$ cat src/scan_consts.svh
// Constants for the linear array scan sequencer
`ifndef SCAN_CONSTS_SVH
`define SCAN_CONSTS_SVH
`define SCAN_POSITIONS 132
`define LEAD_DUMMIES 2
`define REAL_PIXELS 128
`define RESET_END_CLOCK 18
`define SETTLE_TIME_NS 10000
`define CLK_FREQ_MHZ 250
`define SETTLE_CYCLES ((`SETTLE_TIME_NS * `CLK_FREQ_MHZ + 999) / 1000)
`define POS_WIDTH 8
`endif

$ cat src/scan_pkg.sv
// Types shared by the scan sequencer files
package scan_pkg;
   typedef enum logic [1:0] {
      phase_power_up = 2'b00,
      phase_int_reset = 2'b01,
      phase_integrate = 2'b10
   } phase_type;
endpackage

$ cat src/token_shift.sv
// Token shift register that walks the scan-start bit through the positions
`timescale 1ns/1ps
module token_shift #(
   parameter int LEN = 132
) (
   input wire logic clk,
   input wire logic sys_rst,
   input wire logic shift_en,
   input wire logic load,
   output logic [LEN-1:0] token
);
   // --------------------------------------------------------------
   // One stage per position
   // --------------------------------------------------------------
   genvar i;
   generate
      for (i = 0; i < LEN; i = i + 1) begin : g_stage
         logic next_bit;
         if (i == 0) begin : g_head
            assign next_bit = load;
         end else begin : g_body
            assign next_bit = load ? 1'b0 : token[i-1];
         end
         always_ff @(posedge clk) begin
            if (sys_rst) begin
               token[i] <= 1'b0;
            end else if (shift_en) begin
               token[i] <= next_bit;
            end
         end
      end
   endgenerate
endmodule

$ cat src/linear_array_scan_sequencer.sv
// Scan and integration sequencer of a 132-position linear photodiode array
// --------------------------------------------------------------
// --------------------------------------------------------------
`timescale 1ns/1ps
`include "scan_consts.svh"
module linear_array_scan_sequencer #(
   parameter int POSITIONS = `SCAN_POSITIONS,
   parameter int SETTLE_CYCLES = `SETTLE_CYCLES
) (
   input wire logic clk,
   input wire logic sys_rst,
   input wire logic scan_start_pin,
   input wire logic array_clk_pin,
   output logic analog_pixel_output_oe,
   output logic [`POS_WIDTH-1:0] analog_pixel_output_sel,
   output logic dummy_position,
   output logic sample_connect,
   output logic integrator_reset,
   output logic integrating,
   output logic scan_valid,
   output logic settle_done
);
   import scan_pkg::*;

   // --------------------------------------------------------------
   // Pin synchronisers
   // --------------------------------------------------------------
   // Both pins pass two flops, so start and clock keep their skew
   logic start_meta, start_sync;
   logic aclk_meta, aclk_sync, aclk_prev;

   always_ff @(posedge clk) begin
      if (sys_rst) begin
         start_meta <= 1'b0;
         start_sync <= 1'b0;
         aclk_meta <= 1'b0;
         aclk_sync <= 1'b0;
         aclk_prev <= 1'b0;
      end else begin
         start_meta <= scan_start_pin;
         start_sync <= start_meta;
         aclk_meta <= array_clk_pin;
         aclk_sync <= aclk_meta;
         aclk_prev <= aclk_sync;
      end
   end

   // --------------------------------------------------------------
   // Edge decode
   // --------------------------------------------------------------
   wire aclk_rise = aclk_sync & ~aclk_prev;
   wire aclk_fall = ~aclk_sync & aclk_prev;
   wire load = aclk_rise & start_sync;

   logic [POSITIONS-1:0] token;
   token_shift #(
      .LEN(POSITIONS)
   ) u_token (
      .clk(clk),
      .sys_rst(sys_rst),
      .shift_en(aclk_rise),
      .load(load),
      .token(token)
   );

   // Load clears every later stage, so a restart leaves one token
   // Token in the last stage leaves on clock 133
   wire last_out = aclk_rise & token[POSITIONS-1] & ~load;
   wire still_busy = |token[POSITIONS-2:0];
   // output driven only while a value remains
   wire next_oe = load | still_busy;

   localparam logic [`POS_WIDTH-1:0] idle_pos = `POS_WIDTH'h00;
   localparam logic [`POS_WIDTH-1:0] one_pos = `POS_WIDTH'h01;
   localparam logic [`POS_WIDTH-1:0] last_lead = `POS_WIDTH'(`LEAD_DUMMIES);
   localparam logic [`POS_WIDTH-1:0] first_tail =
      `POS_WIDTH'(`LEAD_DUMMIES + `REAL_PIXELS + 1);
   localparam logic [`POS_WIDTH-1:0] reset_end =
      `POS_WIDTH'(`RESET_END_CLOCK);

   // A start seen mid-scan simply restarts the walk at position 1
   wire [`POS_WIDTH-1:0] next_sel = load ? one_pos :
      (still_busy ? analog_pixel_output_sel + one_pos : idle_pos);
   // two dummies each side of 128 pixels
   wire lead_dummy = (next_sel != idle_pos) && (next_sel <= last_lead);
   wire tail_dummy = (next_sel >= first_tail);
   wire next_dummy = lead_dummy | tail_dummy;

   // --------------------------------------------------------------
   // Output position and drive
   // --------------------------------------------------------------
   // Position and drive move only on a detected array clock rise
   always_ff @(posedge clk) begin
      if (sys_rst) begin
         analog_pixel_output_oe <= 1'b0;
         analog_pixel_output_sel <= `POS_WIDTH'h00;
         dummy_position <= 1'b0;
      end else if (aclk_rise) begin
         analog_pixel_output_oe <= next_oe;
         analog_pixel_output_sel <= next_sel;
         dummy_position <= next_dummy;
      end
   end

   // --------------------------------------------------------------
   // Integration phase
   // --------------------------------------------------------------
   // Release waits for the falling edge, so clock 18 stays in reset
   phase_type phase, next_phase;
   wire reset_done = aclk_fall && (analog_pixel_output_sel == reset_end)
      && (phase == phase_int_reset);

   always_comb begin
      next_phase = phase;
      case (phase)
         phase_power_up: begin
            if (load) begin
               next_phase = phase_int_reset;
            end
         end
         phase_int_reset: begin
            if (load) begin
               next_phase = phase_int_reset;
            end else if (reset_done) begin
               next_phase = phase_integrate;
            end
         end
         phase_integrate: begin
            if (load) begin
               next_phase = phase_int_reset;
            end
         end
         default: begin
            next_phase = phase_power_up;
         end
      endcase
   end

   // Caps and integration share one decode so they never disagree
   wire next_in_reset = (next_phase == phase_int_reset);
   wire next_integrating = (next_phase == phase_integrate);

   always_ff @(posedge clk) begin
      if (sys_rst) begin
         phase <= phase_power_up;
         sample_connect <= 1'b0;
         integrator_reset <= 1'b0;
         integrating <= 1'b0;
      end else begin
         phase <= next_phase;
         sample_connect <= next_integrating;
         integrator_reset <= next_in_reset;
         integrating <= next_integrating;
      end
   end

   // --------------------------------------------------------------
   // Power-up validity and hold settle timer
   // --------------------------------------------------------------
   // Counts from the re-arm edge; the pin clock period is unknown here,
   // so the timer only promises the minimum gap, not the real one
   logic [15:0] settle_cnt;
   logic init_scan_done;

   wire settle_running = (settle_cnt != 16'h0000);
   wire settle_final = (settle_cnt == 16'h0001);
   wire [15:0] settle_reload = 16'(SETTLE_CYCLES);
   wire [15:0] settle_step = settle_cnt - 16'h0001;
   // A start mid-count wins: the timer only guards the re-arm gap
   wire settle_cancel = load;

   always_ff @(posedge clk) begin
      if (sys_rst) begin
         init_scan_done <= 1'b0;
         scan_valid <= 1'b0;
         settle_cnt <= 16'h0000;
         settle_done <= 1'b0;
      end else begin
         if (last_out) begin
            init_scan_done <= 1'b1;
         end
         if (load) begin
            scan_valid <= init_scan_done;
         end
         // one-cycle pulse when hold has settled
         if (settle_cancel) begin
            settle_cnt <= 16'h0000;
            settle_done <= 1'b0;
         end else if (last_out) begin
            settle_cnt <= settle_reload;
            settle_done <= 1'b0;
         end else if (settle_running) begin
            settle_cnt <= settle_step;
            settle_done <= settle_final;
         end else begin
            settle_done <= 1'b0;
         end
      end
   end
endmodule

$ cat config.mk
export PLATFORM = sky130hd
export DESIGN_NAME = linear_array_scan_sequencer
export DESIGN_NICKNAME = d
export VERILOG_FILES = /design/src/scan_pkg.sv /design/src/token_shift.sv /design/src/linear_array_scan_sequencer.sv
export VERILOG_INCLUDE_DIRS = /design/src
export SDC_FILE = /design/constraint.sdc
export NUM_CORES = 1
export LEC_CHECK = 0
export ABC_AREA = 1
export BUFFER_PORTS_ARGS = -buffer_cell sky130_fd_sc_hd__buf_2
export CORE_ASPECT_RATIO = 0.5
export CORE_UTILIZATION = 33
export CTS_BUF_LIST = sky130_fd_sc_hd__clkbuf_16
export CTS_CLUSTER_SIZE = 8
export DETAILED_ROUTE_END_ITERATION = 10
export PLACE_DENSITY = 0.47
export SLEW_MARGIN = 30
export SYNTH_ARGS = -nofsm -noshare
export SYNTH_HDL_FRONTEND = slang
export SYNTH_SLANG_ARGS = --single-unit
$ cat constraint.sdc
create_clock -name clk -period 2.41 [get_ports clk]
set_clock_uncertainty 0.1 [all_clocks]
set_input_delay 0.482 -clock clk [delete_from_list [all_inputs] [get_ports clk]]
set_output_delay 0.482 -clock clk [all_outputs]
set_load 0.02 [all_outputs]
# Word level (Yosys, flattened, before mapping)
# Index checks and enable logic that the tools add are counted.
# Widths: inputs -> output; s select.
[word_totals]
word_cells = 320
output_inout_bits = 15
ff_bits = 170
input_bits = 4
[classes]
reduce_logical = 12
eq_ne = 6
mux = 139
n_addsub = 2
bitwise = 11
magnitude_cmp = 2
[op_table]
columns = ["op", "count"]
rows = [
  ["$mux 1", 131],
  ["$reduce_or 131->1", 1],
  ["$mux 12", 2],
  ["$eq 16x1->1 const B", 1],
  ["$mux 8", 2],
  ["$reduce_bool 16->1", 1],
  ["$sub 16x1->16 const B", 1],
  ["$add 8x1->8 const B", 1],
  ["$eq 8x5->1 const B", 1],
  ["$ge 8x8->1 const B", 1],
  ["$le 8x2->1 const B", 1],
  ["$reduce_bool 8->1", 1],
  ["$mux 2", 3],
  ["$and 1x1->1", 5],
  ["$eq 2x1->1 const B", 2],
  ["$eq 2x2->1 const B", 2],
  ["$not 1->1", 4],
  ["$pmux 2 s2", 1],
  ["$reduce_or 2->1", 2],
  ["$reduce_or 4->1", 1],
  ["$logic_and 1x1->1", 3],
  ["$reduce_or 3->1", 1],
  ["$logic_not 2->1", 1],
  ["$or 1x1->1", 2],
  ["$reduce_bool 2->1", 1],
]

# Longest topological paths before layout
# Gate-level depths: netlist of the first run.
[logic_depth]
ltp_word = 8
depth_mapped = 15
depth_no_buf = 14

# Hierarchy
# Synthesis of the first run repeated with hierarchy kept, for this count alone.
[unflattened]
hier_cells = 948
area_unflattened_um2 = 7169.4
[by_module_without_submodules]
columns = ["module", "seq_area_each_um2", "area_per_inst_um2", "instances", "cells_each"]
rows = [
  ["token_shift", 2642.5, 4837.1, 1, 588],
  ["linear_array_scan_sequencer", 760.7, 2332.2, 1, 360],
]

# Least setup slack after synthesis of the first run
# OpenSTA, ideal clock, no wires.
[synth_timing]
path_kind = "reg-to-reg"
startpoint = "reg analog_pixel_output_sel[0]"
endpoint = "reg dummy_position"
period_less_slack_ps = 1829
arrival_time_ps = 1612
setup_slack_ps = 581
required_ps = 2193
path_stages_with_launch = 13
cell_sequence = "dfxtp_1 > ha_1 > nand2_1 > nor2_1 > nand2_1 > nor2_1 > nor2_1 > o31ai_4 > nand3_2 > nand2_1 > nand2_1 > nor2_1 > nor2_1"
[synth_via]
elab_chain_len = 6
word_cells_on_any_way = 8
cone_classes = "add/sub (1); order compare (2); mux (2); bitwise (1); reduce/logical (2)"
[synth_lines]
columns = ["item", "line", "source"]
rows = [
  ["start, declared", "linear_array_scan_sequencer.sv:15", "output logic [`POS_WIDTH-1:0] analog_pixel_output_sel,"],
  ["start signal, assigned", "linear_array_scan_sequencer.sv:96", "analog_pixel_output_sel <= `POS_WIDTH'h00;"],
  ["start signal, assigned", "linear_array_scan_sequencer.sv:100", "analog_pixel_output_sel <= next_sel;"],
  ["$add 8x1->8 *", "linear_array_scan_sequencer.sv:83", "(still_busy ? analog_pixel_output_sel + one_pos : idle_pos);"],
  ["$mux 8 *", "linear_array_scan_sequencer.sv:83", ""],
  ["$mux 8 *", "linear_array_scan_sequencer.sv:82", "wire [`POS_WIDTH-1:0] next_sel = load ? one_pos :"],
  ["$le 8x2->1 / $reduce_bool 8->1 (equally long branches)", "linear_array_scan_sequencer.sv:85", "wire lead_dummy = (next_sel != idle_pos) && (next_sel <= last_lead);"],
  ["$logic_and 1x1->1", "linear_array_scan_sequencer.sv:85", ""],
  ["$or 1x1->1 *", "linear_array_scan_sequencer.sv:87", "wire next_dummy = lead_dummy | tail_dummy;"],
  ["end signal, assigned", "linear_array_scan_sequencer.sv:101", "dummy_position <= next_dummy;"],
  ["end, declared", "linear_array_scan_sequencer.sv:16", "output logic dummy_position,"],
]
# Mark *: on every way between the ends. The rest lies on a longest branch, timed or not.
# A chain may end at the register's enable or synchronous reset.

# Worst setup path after layout of the first run
[layout_timing]
startpoint = "reg u_token.token[38]"
endpoint = "reg dummy_position"
[layout_via]
elab_chain_len = 6
word_cells_on_any_way = 8
cone_classes = "order compare (2); mux (2); bitwise (1); reduce/logical (3)"
[layout_lines]
columns = ["item", "line", "source"]
rows = [
  ["start, declared", "token_shift.sv:10", "output logic [LEN-1:0] token"],
  ["start signal, assigned by index", "token_shift.sv:28", "token[i] <= next_bit;"],
  ["$reduce_or 131->1 *", "linear_array_scan_sequencer.sv:69", "wire still_busy = |token[POSITIONS-2:0];"],
  ["$mux 8 *", "linear_array_scan_sequencer.sv:83", ""],
  ["$mux 8 *", "linear_array_scan_sequencer.sv:82", ""],
  ["$le 8x2->1 / $reduce_bool 8->1 (equally long branches)", "linear_array_scan_sequencer.sv:85", ""],
  ["$logic_and 1x1->1", "linear_array_scan_sequencer.sv:85", ""],
  ["$or 1x1->1 *", "linear_array_scan_sequencer.sv:87", ""],
]
# Marks and branches as above.

==> results of run 1 <==
==> synth_stat cells (3+ instances only) <==
master / instances / area [um^2]
buf_1: 12 / 45.0
clkbuf_1: 23 / 86.3
dfxtp_1: 170 / 3400
inv_1: 77 / 289
a21oi_1: 22 / 110
nand2_1: 64 / 240
nand3_2: 3 / 30.0
nor2_2: 4 / 25.0
ha_1: 4 / 50.1
nand2_4: 3 / 33.8
nor2_1: 290 / 1090
nor2_4: 5 / 56.3
nor3_1: 68 / 340
nand3_1: 13 / 65.1
buf_2: 11 / 55.1
xnor2_1: 4 / 35.0
xor2_1: 3 / 26.3
nand4_1: 13 / 81.3
a211oi_1: 67 / 503
o21ai_0: 15 / 75.1
nor4_1: 3 / 18.8
inv_2: 13 / 48.8
==> flip-flops by register name (all words and copies together) (netlist names), 2 cells and up <==
signal,count
phase,2
settle_cnt,16
u_token.token,132
analog_pixel_output_sel,8
==> layout make-up <==
type	instances	share of cell area (%)
clock inverter	14	2.02
multi-input combinational	599	38.1
clock buffer	17	5.45
tap	273	4.38
sequential	170	43.6
timing repair buffer	23	2.12
inverter	91	4.38
==> per-stage QoR <==
stage | setup slack (ns) | util [%] | instance area, um^2
after floorplan | 0.581 | - | 6920
after global placement | 0.380 | 35.1 | 7220
after detailed placement | 0.376 | 35.1 | 7220
after CTS | 0.360 | 38.0 | 7810
after global routing | 0.115 | 38.0 | 7810
final | 0.402 | 38.0 | 7810
==> routing by layer <==
| layer | wire, um | part of all wire, % | track usage (%) |
|---|---|---|---|
| met3 | 369 | 2.8 | 4.04 |
| met4 | 125 | 0.94 | 4.12 |
| met1 | 7320 | 55 | 18.7 |
| met5 | 0 | 0 | 0 |
| met2 | 5480 | 41 | 19.1 |
==> cell families (layout without fill, tap and decap cells) <==
group           count (synthesis)  after routing  synth area share [%]
simple gates                  476            476                  30.4
flops                         170            170                  49.2
buf+inv                       139            145                  7.91
compound gates                112            112                  10.9
xor+xnor                        7              7                 0.887
fa+ha+maj                       4              4                 0.724
==> worst reg2reg max path: stages, from the launching register on <==
cell and delay, ns:
dfxtp_1 0.32, nor2_1 0.11, nand2_1 0.06, nor2_1 0.15
nand2_1 0.11, nor2_1 0.09, nand2_1 0.08, nor2_2 0.13
nand2_2 0.19, o21ai_0 0.19, nand3_2 0.11, nand2_1 0.06
nand2_1 0.04, nor2_1 0.11, nor2_1 0.04
==> report_power, final <==
group | internal (mW) | total [mW] | switching, mW
logic | 0.552 | 1.44 | 0.890
clock network | 1.61 | 2.73 | 1.12
registers | 3.05 | 3.24 | 0.193
==> final timing paths <==
| check | start | endpoint | slack, ns | cells past startpoint |
|---|---|---|---|---|
| min | array_clk_pin | aclk_meta | 0.16 | 3 |
| max | u_token.token[38] | dummy_position | 0.40 | 14 |
| min reg2reg | start_meta | start_sync | 0.31 | 2 |
| max reg2reg | u_token.token[38] | dummy_position | 0.40 | 14 |
==> metrics.csv, run 1 <==
stage,metric,value,unit
floorplan,die span in y,104,um
outcome,status,completed,
synthesis,Post-Syn Area,6920,um^2
synthesis,register area share after synthesis,49.2,%
clock_network,post-CTS sizing,0,
timing,RSZ-0062 raised after global routing,false,
setup_path,WS Path Type,reg -> reg,
clock_network,CTS tree,built,
floorplan,die width,207,um
timing,Worst Tran Pin Value,0.695,ns
floorplan,# rows,37,
pwr,maximum vdd drop,0.583,mV
floorplan,full die area,21600,um^2
synthesis,Cell variety after synth,39,
timing,Worst slew margin,53.7,%
finish,net count reported at finish,910,
finish,multi-input logic area,2970,um^2
finish,ant diodes,0,
pwr,leak pwr,3.19,nW
clock_network,CTS Buffer Depth,2,
drt,WL/cell,11.2,um
setup_path,crit path max fanout,12,
pwr,PwrDens,949,nW/um^2
finish,Finished Layout Cells,1187,
placement,dpl hpwl,8080,um
clock_network,root buffer cell,clkbuf_16,
clock_network,H-tree levels,4,
synthesis,yosys warns,0,
finish,FILL cells,2165,
synthesis,number of synthesized flops with an enable pin,0,
timing,fin crit period,2.01,ns
global_route,initial antenna violation count,0,
global_route,pin count of the biggest net entering global routing,122,
placement,gpl congestion,0.755,
hold_path,Hold Crit Class,in -> reg,
timing,"Hold Vio Cnt, Final",0,
setup_path,required time of the critical path,2.63,ns
clock_network,setup bufs post-CTS,0,
floorplan,initial core utilization,33.6,%
drt,via count,5393,
global_route,vias in the first global route,4952,
finish,layout cells sized above 1,9.41,%
timing,Highest Clock Rate,0.498,GHz
setup_path,crit start category,register,
finish,Area growth syn-to-layout,12.9,%
run,Max-Cap Viols,0,
drt,Routed WL,13300,um
setup_path,Crit. End Element,register,
placement,IO Port Bufs,18,
synthesis,async set-reset flop share out of synthesis,0,%
synthesis,Synth Flop Type,dfxtp_1,
global_route,aggregate global-route resource usage,13.3,%
clock_network,total CTS buffers,17,
clock_network,Post-CTS Hold Fix Bufs,0,
placement,placed insts,1156,
timing,Min Hold Slack,0.163,ns
drt,Vias/cell,4.54,
setup_path,CP bufs+invs,0,
drt,drt initial violations,310,
clock_network,clk sink count,170,
timing,setup TNS,0,ns
timing,"Period Utilization, post-route",83.3,%
setup_path,Max stage delay on crit path,0.32,ns
synthesis,Cells after Synth,908,
timing,Setup-failing EPs final,0,
timing,"Slew Viols, Final",0,
synthesis,"flops & latches, synth",170,
floorplan,core area,20600,um^2
synthesis,post-synthesis average cell area,7.62,um^2
setup_path,critical-path cell list,"nor2_1, nand2_1, nor2_1, nand2_1, nor2_1, nand2_1, nor2_2, nand2_2, o21ai_0, nand3_2, nand2_1, nand2_1, nor2_1, nor2_1",
setup_path,Worst EP arrival,2.23,ns
pwr,Tot Pwr,7.41,mW
finish,"commonest cells after routing, fill and taps aside","nor2_1 (290), dfxtp_1 (170), inv_1 (79)",
clock_network,Worst-path clk slew,0.07,ns
setup_path,"Slowest-stage cell, CP",dfxtp_1,
finish,sequential cell area,3400,um^2
synthesis,Post-Syn Nets,916,
drt,# DRC,0,
finish,"most common cell after layout, fill and taps aside",nor2_1,
drt,Antenna Nets Post-Route,0,
setup_path,"CP delay by family, top",simple AND/OR/NAND/NOR gates,
floorplan,I/O pin cnt,19,
global_route,first-pass GRT wire length,23200,um
drt,1st-pass router iterations,4,
clock_network,Skew-Pair Late Insertion Delay,0.42,ns
global_route,"Remaining Overflow, GRT",0,
Power figures use the tool's default switching activity.
==> run 2: changes to the inputs <==
ABC_AREA = 0   (was 1)
PLACE_DENSITY = 0.48   (was 0.47)
clock period = 1.7 ns   (was 2.41 ns; I/O delays follow)
==> run 2 against run 1 <==
Effect of this change: the flow now finishes with violations (setup timing); global-route usage is 2.9 points higher; first-iteration DRC count is 31% higher; setup slack worse by 0.75 ns; maximum frequency is 1.8% lower; hold slack worse by 0.12 ns; total power is 9.5% higher; critical path depth is 8 lower; largest cell class unchanged.
==> metrics.csv, run 2 <==
stage,metric,value,unit,change
timing,Worst slew margin,69.0,%,was 53.7%
synthesis,async set-reset flop share out of synthesis,0,%,unchanged
placement,gpl congestion,0.768,,was 0.755
finish,most flop-heavy register,u_token.token,,unchanged
floorplan,die width,201,um,was 207 um
setup_path,R2R Path End,settle_cnt[11],,was dummy_position
drt,1st-pass router iterations,6,,was 4
global_route,Global Route met1 Usage,21.3,%,was 18.7%
setup_path,WS Path Type,reg -> reg,,unchanged
setup_path,Crit. End Element,register,,unchanged
hold_path,hold depth,2,,was 3
finish,"most common cell after layout, fill and taps aside",nand2_1,,was nor2_1
clock_network,H-tree levels,4,,unchanged
finish,Finished Layout Cells,1255,,"was 1,187"
timing,RSZ-0062 raised after global routing,true,,was false
placement,area of placed instances,8180,um^2,was 7220 um^2
clock_network,root buffer cell,clkbuf_16,,unchanged
timing,Setup-failing EPs final,27,,was 0
synthesis,Synth area leaders,"dfxtp_1 (52%), nand2_1 (16%), a21oi_1 (12%)",,"was dfxtp_1 (49%), nor2_1 (16%), a211oi_1 (7.3%)"
setup_path,required time of the critical path,1.92,ns,was 2.63 ns
clock_network,total CTS buffers,17,,unchanged
pwr,maximum vdd drop,0.634,mV,was 0.583 mV
global_route,vias in the first global route,5627,,"was 4,952"
synthesis,Cells after Synth,829,,was 908
drt,via count,5918,,"was 5,393"
setup_path,crit start category,register,,unchanged
finish,ant diodes,0,,unchanged
setup_path,reg2reg start,settle_cnt[11],,was u_token.token[38]
timing,Setup WS post-layout,-0.345,ns,was 0.402 ns
clock_network,clk sink count,170,,unchanged
finish,net count reported at finish,991,,was 910
floorplan,I/O pin cnt,19,,unchanged
timing,"Hold Vio Cnt, Final",0,,unchanged
timing,"Period Utilization, post-route",120,%,was 83.3%
synthesis,Post-synth top cells,"nand2_1 (282), dfxtp_1 (170), a21oi_1 (150)",,"was nor2_1 (290), dfxtp_1 (170), inv_1 (77)"
placement,dpl hpwl,10300,um,was 8080 um
clock_network,Skew-Pair Late Insertion Delay,0.43,ns,was 0.42 ns
finish,Area growth syn-to-layout,38.1,%,was 12.9%
drt,Vias/cell,4.72,,was 4.54
synthesis,Post-Syn Area,6510,um^2,was 6920 um^2
finish,utilization after layout,47.7,%,was 38.0%
floorplan,full die area,20300,um^2,"was 21,600 um^2"
clock_network,CTS tree,built,,unchanged
synthesis,Cell variety after synth,40,,was 39
global_route,busiest layer in global routing,met2,,unchanged
floorplan,die span in y,101,um,was 104 um
synthesis,Yosys top cell area share,52.3,%,was 49.2%
placement,placed insts,1221,,"was 1,156"
synthesis,"flops & latches, synth",170,,unchanged
synthesis,yosys warns,0,,unchanged
pwr,leak pwr,3.46,nW,was 3.19 nW
synthesis,"count leader, synth",nand2_1,,was nor2_1
pwr,Tot Pwr,8.11,mW,was 7.41 mW
setup_path,Worst R2R Setup Slack,-0.35,ns,was 0.40 ns
synthesis,Synth area leader,dfxtp_1,,unchanged
global_route,pin count of the biggest net entering global routing,99,,was 122
hold_path,Hold EP,init_scan_done,,was aclk_meta
synthesis,Synth Flop Type,dfxtp_1,,unchanged
outcome,failing checks,setup timing,,
run,Max-Cap Viols,0,,unchanged
floorplan,core area,18800,um^2,"was 20,600 um^2"
pwr,PwrDens,903,nW/um^2,was 949 nW/um^2
synthesis,post-synthesis average cell area,7.85,um^2,was 7.62 um^2
clock_network,Post-CTS Hold Fix Bufs,0,,unchanged
timing,Highest Clock Rate,0.489,GHz,was 0.498 GHz
outcome,status,finished with violations,,was completed
floorplan,# rows,35,,was 37
timing,fin crit period,2.05,ns,was 2.01 ns
global_route,first-pass GRT wire length,26600,um,"was 23,200 um"
setup_path,R2R cell count,6,,was 14
global_route,initial antenna violation count,0,,unchanged
setup_path,crit path max fanout,5,,was 12
finish,Top Registers,"u_token.token x132, settle_cnt x16, analog_pixel_output_sel x8",,unchanged
synthesis,Post-Syn Nets,837,,was 916
placement,Setup WS pre-CTS,-0.546,ns,was 0.376 ns
drt,Antenna Nets Post-Route,0,,unchanged
drt,Routed WL,15600,um,"was 13,300 um"
drt,# DRC,0,,unchanged
timing,Worst Tran Pin Value,0.465,ns,was 0.695 ns
hold_path,Hold Crit Class,in -> reg,,unchanged
drt,drt initial violations,407,,was 310
timing,"Slew Viols, Final",0,,unchanged
global_route,GRT met2 Usage,26.5,%,was 19.1%
placement,IO Port Bufs,18,,unchanged
setup_path,Worst EP arrival,2.26,ns,was 2.23 ns
global_route,"Remaining Overflow, GRT",0,,unchanged
finish,"commonest cells after routing, fill and taps aside","nand2_1 (280), dfxtp_1 (163), buf_4 (160)",,"was nor2_1 (290), dfxtp_1 (170), inv_1 (79)"
global_route,met3 Use GR,3.73,%,was 4.04%
synthesis,number of synthesized flops with an enable pin,0,,unchanged
finish,layout cells sized above 1,27.7,%,was 9.41%
finish,post-route cell area,8990,um^2,was 7810 um^2
hold_path,Hold Crit Start,sys_rst,,was array_clk_pin
drt,WL/cell,12.5,um,was 11.2 um
floorplan,initial core utilization,34.6,%,was 33.6%
clock_network,CTS Buffer Depth,2,,unchanged
synthesis,register area share after synthesis,52.3,%,was 49.2%
global_route,aggregate global-route resource usage,16.2,%,was 13.3%
finish,max FFs per register,132,,unchanged
clock_network,Worst-path clk slew,0.07,ns,about the same
==> run 2: changes by cell type in the layout (fill, tap and decap cells not counted), moves of 64 or more <==
| cell | change |
|---|---|
| nor2_1 | -267 |
| nand2_1 | +217 |
| buf_4 | +158 |
| a21oi_1 | +124 |
| inv_1 | -75 |
| a211oi_1 | -64 |
==> run 2: repair_timing <==
item                       in CTS  in global routing
setup endpoints to repair      26                 65
setup buffers                   0                  3
gates cloned                    0                  0
resized for setup              32                 16
pin swaps                      13                  4
==> run 2: layer usage <==
metal  part of all wire [%]  vias to the layer above  routed length [um]
met5                      0                        -                   0
met2                     45                       60                7010
met1                     52                     2726                8070
li1                       -                     3117                   -
met4                    1.1                        0                 177
met3                    2.4                       15                 379
==> run 2: logic make-up (layout without fill, tap and decap cells) <==
| group | Yosys count | count (layout) | synth area share, % |
|---|---|---|---|
| AO/OA/AOI/OAI | 175 | 175 | 14.2 |
| XOR/XNOR | 12 | 12 | 1.61 |
| adder cells (fa/ha/maj) | 4 | 4 | 0.769 |
| buffers and inverters | 61 | 228 | 3.58 |
| flip-flops | 170 | 170 | 52.3 |
| multiplexers | 1 | 1 | 0.154 |
| AND/OR/NAND/NOR | 406 | 406 | 27.4 |
==> run 2: final cells by class <==
| type | instances | area [um^2] |
|---|---|---|
| well taps | 259 | 324 |
| flip-flops and latches | 170 | 3410 |
| clock buffers | 17 | 425 |
| inverters | 4 | 15.0 |
| repair buffers | 192 | 1550 |
| fillers | 1851 | 9840 |
| clock inverters | 15 | 151 |
| multi-input cells | 598 | 3120 |
==> run 2: power by group <==
| group | leakage, nW | total (mW) | switching [mW] | internal (mW) |
|---|---|---|---|---|
| Sequential | 1.37 | 4.00 | 0.00822 | 3.99 |
| Clock | 0.288 | 3.85 | 1.76 | 2.08 |
| Combinational | 1.80 | 0.271 | 0.187 | 0.0846 |
| Total | 3.46 | 8.11 | 1.96 | 6.16 |
==> run 2: worst max-delay path, cell delays in order, from the launching register on <==
cell,delay [ns]
dfxtp_2,0.32
or4_4,0.52
or4_4,0.45
o211ai_4,0.25
nor3_2,0.07
xnor2_1,0.15
a21oi_1,0.08
==> run 2: how the worst max path moves through the flow <==
| stage | from | end | depth (start not counted) |
|---|---|---|---|
| 5_1_grt | settle_cnt[11] | settle_cnt[11] | 6 |
| 3_3_place_gp | u_token.token[124] | analog_pixel_output_oe | 8 |
| 4_1_cts | settle_cnt[11] | settle_cnt[11] | 6 |
| 3_5_place_dp | u_token.token[124] | analog_pixel_output_oe | 8 |
| 2_1_floorplan | settle_cnt[11] | settle_cnt[11] | 6 |
| 6_report | settle_cnt[11] | settle_cnt[11] | 6 |
==> run 2: stage by stage <==
step	hold slack (ns)	TNS, ns
floorplan	0.314	-3.93
global placement	0.330	-8.97
detailed placement	0.330	-9.15
CTS	0.0304	-7.51
global route	0.0326	-9.26
finish	0.0421	-7.10
==> run 3: changes to the inputs <==
SYNTH_HIERARCHICAL = 1   (was default)
==> run 3 against run 2 <==
Effect of this change: the run ends with DRC, setup timing left; global-route usage fell by 0.97 points; via count increased by 7.4%; count of clock-buffer cells in the layout stayed put; cell area grew 17%; wire length grew 20%; maximum frequency fell by 5.5%; core utilization down 2.1 points; die area rose by 20%; sequential cell count is the same; first-iteration DRC count increased by 7.1%; total power is 33% higher; register-to-register slack got worse by 0.12 ns.
==> metrics.csv, run 3 <==
stage,metric,value,unit,change
timing,Highest Clock Rate,0.462,GHz,was 0.489 GHz
placement,IO Port Bufs,18,,unchanged
synthesis,post-synthesis average cell area,9.32,um^2,was 7.85 um^2
floorplan,die span in y,111,um,was 101 um
setup_path,Crit. End Element,register,,unchanged
synthesis,async set-reset flop share out of synthesis,0,%,unchanged
synthesis,"flops & latches, synth",170,,unchanged
placement,area of placed instances,9400,um^2,was 8180 um^2
clock_network,Skew-Pair Late Insertion Delay,0.43,ns,about the same
pwr,sequential power share,39.2,%,was 49.3%
setup_path,CP bufs+invs,1,,was 0
outcome,failing checks,"DRC, setup timing",,was setup timing
timing,Worst Tran Pin Value,0.372,ns,was 0.465 ns
synthesis,"count leader, synth",dfxtp_1,,was nand2_1
setup_path,crit path max fanout,4,,was 5
clock_network,clk sink count,170,,unchanged
timing,RSZ-0062 raised after global routing,true,,unchanged
floorplan,I/O pin cnt,19,,unchanged
finish,Area growth syn-to-layout,34.3,%,was 38.1%
global_route,"Remaining Overflow, GRT",0,,unchanged
timing,Worst slew margin,75.0,%,was 69.0%
global_route,pin count of the biggest net entering global routing,73,,was 99
drt,Routed WL,18700,um,"was 15,600 um"
drt,Antenna Nets Post-Route,0,,unchanged
clock_network,H-tree levels,4,,unchanged
setup_path,Crit path top cell by count,or4_4,,unchanged
setup_path,required time of the critical path,1.92,ns,about the same
finish,most flop-heavy register,u_token/token,,was u_token.token
synthesis,Synth area leaders,"dfxtp_1 (43%), o32ai_2 (19%), nand2_1 (7.1%)",,"was dfxtp_1 (52%), nand2_1 (16%), a21oi_1 (12%)"
clock_network,CTS tree,built,,unchanged
drt,via count,6358,,"was 5,918"
synthesis,Yosys top cell area share,43.5,%,was 52.3%
clock_network,root buffer cell,clkbuf_16,,unchanged
synthesis,yosys warns,6,,was 0
finish,"most common cell after layout, fill and taps aside",dfxtp_1,,was nand2_1
finish,multi-input logic area,3810,um^2,was 3120 um^2
placement,dpl hpwl,11400,um,"was 10,300 um"
setup_path,WS Path Type,reg -> reg,,unchanged
global_route,first-pass GRT wire length,29800,um,"was 26,600 um"
clock_network,Worst-path clk slew,0.07,ns,about the same
placement,gpl congestion,0.777,,was 0.768
pwr,leak pwr,3.67,nW,was 3.46 nW
synthesis,Post-Syn Area,7830,um^2,was 6510 um^2
synthesis,Post-synth top cells,"dfxtp_1 (170), nand2_1 (148), inv_1 (137)",,"was nand2_1 (282), dfxtp_1 (170), a21oi_1 (150)"
setup_path,"Slowest-stage cell, CP",or4_4,,unchanged
setup_path,crit start category,register,,unchanged
pwr,Int Pwr,7.81,mW,was 6.16 mW
drt,WL/cell,14.3,um,was 12.5 um
timing,"Hold Vio Cnt, Final",0,,unchanged
drt,# DRC,2,,was 0
finish,layout cells sized above 1,37.8,%,was 27.7%
synthesis,register area share after synthesis,43.5,%,was 52.3%
finish,net count reported at finish,998,,was 991
clock_network,CTS Buffer Depth,2,,unchanged
timing,"Period Utilization, post-route",127,%,was 120%
timing,"Slew Viols, Final",0,,unchanged
setup_path,Worst EP arrival,2.39,ns,was 2.26 ns
pwr,clock power share,38.8,%,was 47.4%
finish,utilization after layout,45.6,%,was 47.7%
setup_path,critical-path cell list,"or4_4, or4_4, buf_4, o21ai_2, or3_1, xor2_1, a21oi_1",,"was or4_4, or4_4, o211ai_4, nor3_2, xnor2_1, a21oi_1"
finish,FILL cells,2152,,"was 1,851"
synthesis,Cells after Synth,840,,was 829
finish,max FFs per register,132,,unchanged
floorplan,# rows,39,,was 35
global_route,vias in the first global route,6076,,"was 5,627"
floorplan,initial core utilization,34.0,%,was 34.6%
synthesis,number of synthesized flops with an enable pin,0,,unchanged
outcome,status,finished with violations,,unchanged
timing,Setup WS post-layout,-0.464,ns,was -0.345 ns
clock_network,total CTS buffers,17,,unchanged
floorplan,full die area,24400,um^2,"was 20,300 um^2"
finish,Top Registers,"u_token/token x132, settle_cnt x16, analog_pixel_output_sel x8",,"was u_token.token x132, settle_cnt x16, analog_pixel_output_sel x8"
run,Max-Cap Viols,0,,unchanged
drt,Vias/cell,4.85,,was 4.72
finish,post-route cell area,10500,um^2,was 8990 um^2
setup_path,"CP delay by family, top",simple AND/OR/NAND/NOR gates,,unchanged
timing,fin crit period,2.16,ns,was 2.05 ns
synthesis,Post-Syn Nets,848,,was 837
synthesis,Synth area leader,dfxtp_1,,unchanged
global_route,initial antenna violation count,0,,unchanged
finish,Finished Layout Cells,1310,,"was 1,255"
finish,"commonest cells after routing, fill and taps aside","dfxtp_1 (162), buf_4 (157), nand2_1 (144)",,"was nand2_1 (280), dfxtp_1 (163), buf_4 (160)"
pwr,switching part of the total power,27.4,%,was 24.1%
pwr,combinational share of power,22.0,%,was 3.3%
placement,placed insts,1262,,"was 1,221"
pwr,maximum vdd drop,0.650,mV,was 0.634 mV
finish,ant diodes,0,,unchanged
synthesis,Synth Flop Type,dfxtp_1,,unchanged
timing,Min Hold Slack,0.0212,ns,was 0.0421 ns
finish,sequential cell area,3430,um^2,was 3410 um^2
pwr,PwrDens,1020,nW/um^2,was 903 nW/um^2
global_route,aggregate global-route resource usage,15.2,%,was 16.2%
synthesis,Cell variety after synth,45,,was 40
setup_path,Max stage delay on crit path,0.52,ns,about the same
drt,1st-pass router iterations,7,,was 6
timing,setup TNS,-9.87,ns,was -7.10 ns
pwr,switching power,2.95,mW,was 1.96 mW
floorplan,die width,220,um,was 201 um
hold_path,Hold Crit Class,in -> reg,,unchanged
timing,Setup-failing EPs final,27,,unchanged
floorplan,core area,23000,um^2,"was 18,800 um^2"
drt,drt initial violations,436,,was 407
run 3: cell types whose count changed after synthesis, moves of 5 or more:
cell,delta
buf_6,+10
nor3_1,+5
buf_2,+16
o32ai_2,+90
clkbuf_1,-9
nand2_1,-134
a21oi_1,-134
nand3_1,-6
o32ai_1,+41
buf_1,-5
inv_1,+133
run 3: layout make-up:
cell class                 instances  area share [%]
inverter                         138            5.02
tap                              307            3.65
sequential                       170            32.6
timing repair buffer             200            16.5
multi-input combinational        463            36.2
clock inverter                    15            1.89
clock buffer                      17            4.05
run 3: logic make-up after synthesis:
group	count (synthesis)	synth area share (%)
DFF	170	43.5
buffers and inverters	208	11.3
AOI/OAI and AO/OA	164	26.1
adders and majority gates	4	0.639
muxes	2	0.256
xor gates and xnor gates	17	1.90
and+or+nand+nor	275	16.3
run 3: worst register-to-register path: stages (launching register included):
cell     delay [ns]
dfxtp_2        0.32
or4_4          0.52
or4_4          0.47
buf_4          0.16
o21ai_2        0.13
or3_1          0.14
xor2_1         0.14
a21oi_1        0.08
run 3: final timing paths:
check / startpoint / to / slack [ns] / depth (start not counted)
worst max-delay path: settle_cnt[10] / settle_cnt[6] / -0.46 / 7
worst min-delay path: array_clk_pin / aclk_meta / 0.02 / 2
worst max register to register: settle_cnt[10] / settle_cnt[6] / -0.46 / 7
worst min register to register: init_scan_done / init_scan_done / 0.36 / 2
run 3: layer usage:
| layer | GRT usage (%) | vias up | wire [um] |
|---|---|---|---|
| li1 | - | 3252 | - |
| met1 | 20.8 | 3045 | 9520 |
| met2 | 23.9 | 49 | 8610 |
| met3 | 3.40 | 12 | 414 |
| met4 | 4.37 | 0 | 153 |
| met5 | 0 | - | 0 |
run 3: power groups by stage:
stage                     logic [mW]  registers (mW)  clock network [mW]
after floorplan                 1.24            4.33                   0
after global placement          1.83            4.30                   0
after detailed placement        1.84            4.30                   0
after CTS                       2.19            4.21                4.28
after global routing            2.53            4.22                4.46
final                           2.36            4.21                4.18
run 3: per-stage QoR:
stage / power, mW / worst slack, ns
after floorplan: 5.57 / -0.380
after global placement: 6.13 / -0.474
after detailed placement: 6.14 / -0.644
after CTS: 10.7 / -0.462
after global routing: 11.2 / -0.535
final: 10.8 / -0.464
run 3: what timing repair did:
| action | in CTS | in global routing |
|---|---|---|
| pin swaps | 18 | 10 |
| gates cloned | 1 | 5 |
| setup buffers | 4 | 5 |
| resized for setup | 36 | 30 |
| hold buffers | 1 | 0 |
| hold endpoints to repair | 1 | 0 |
| setup endpoints to repair | 30 | 83 |
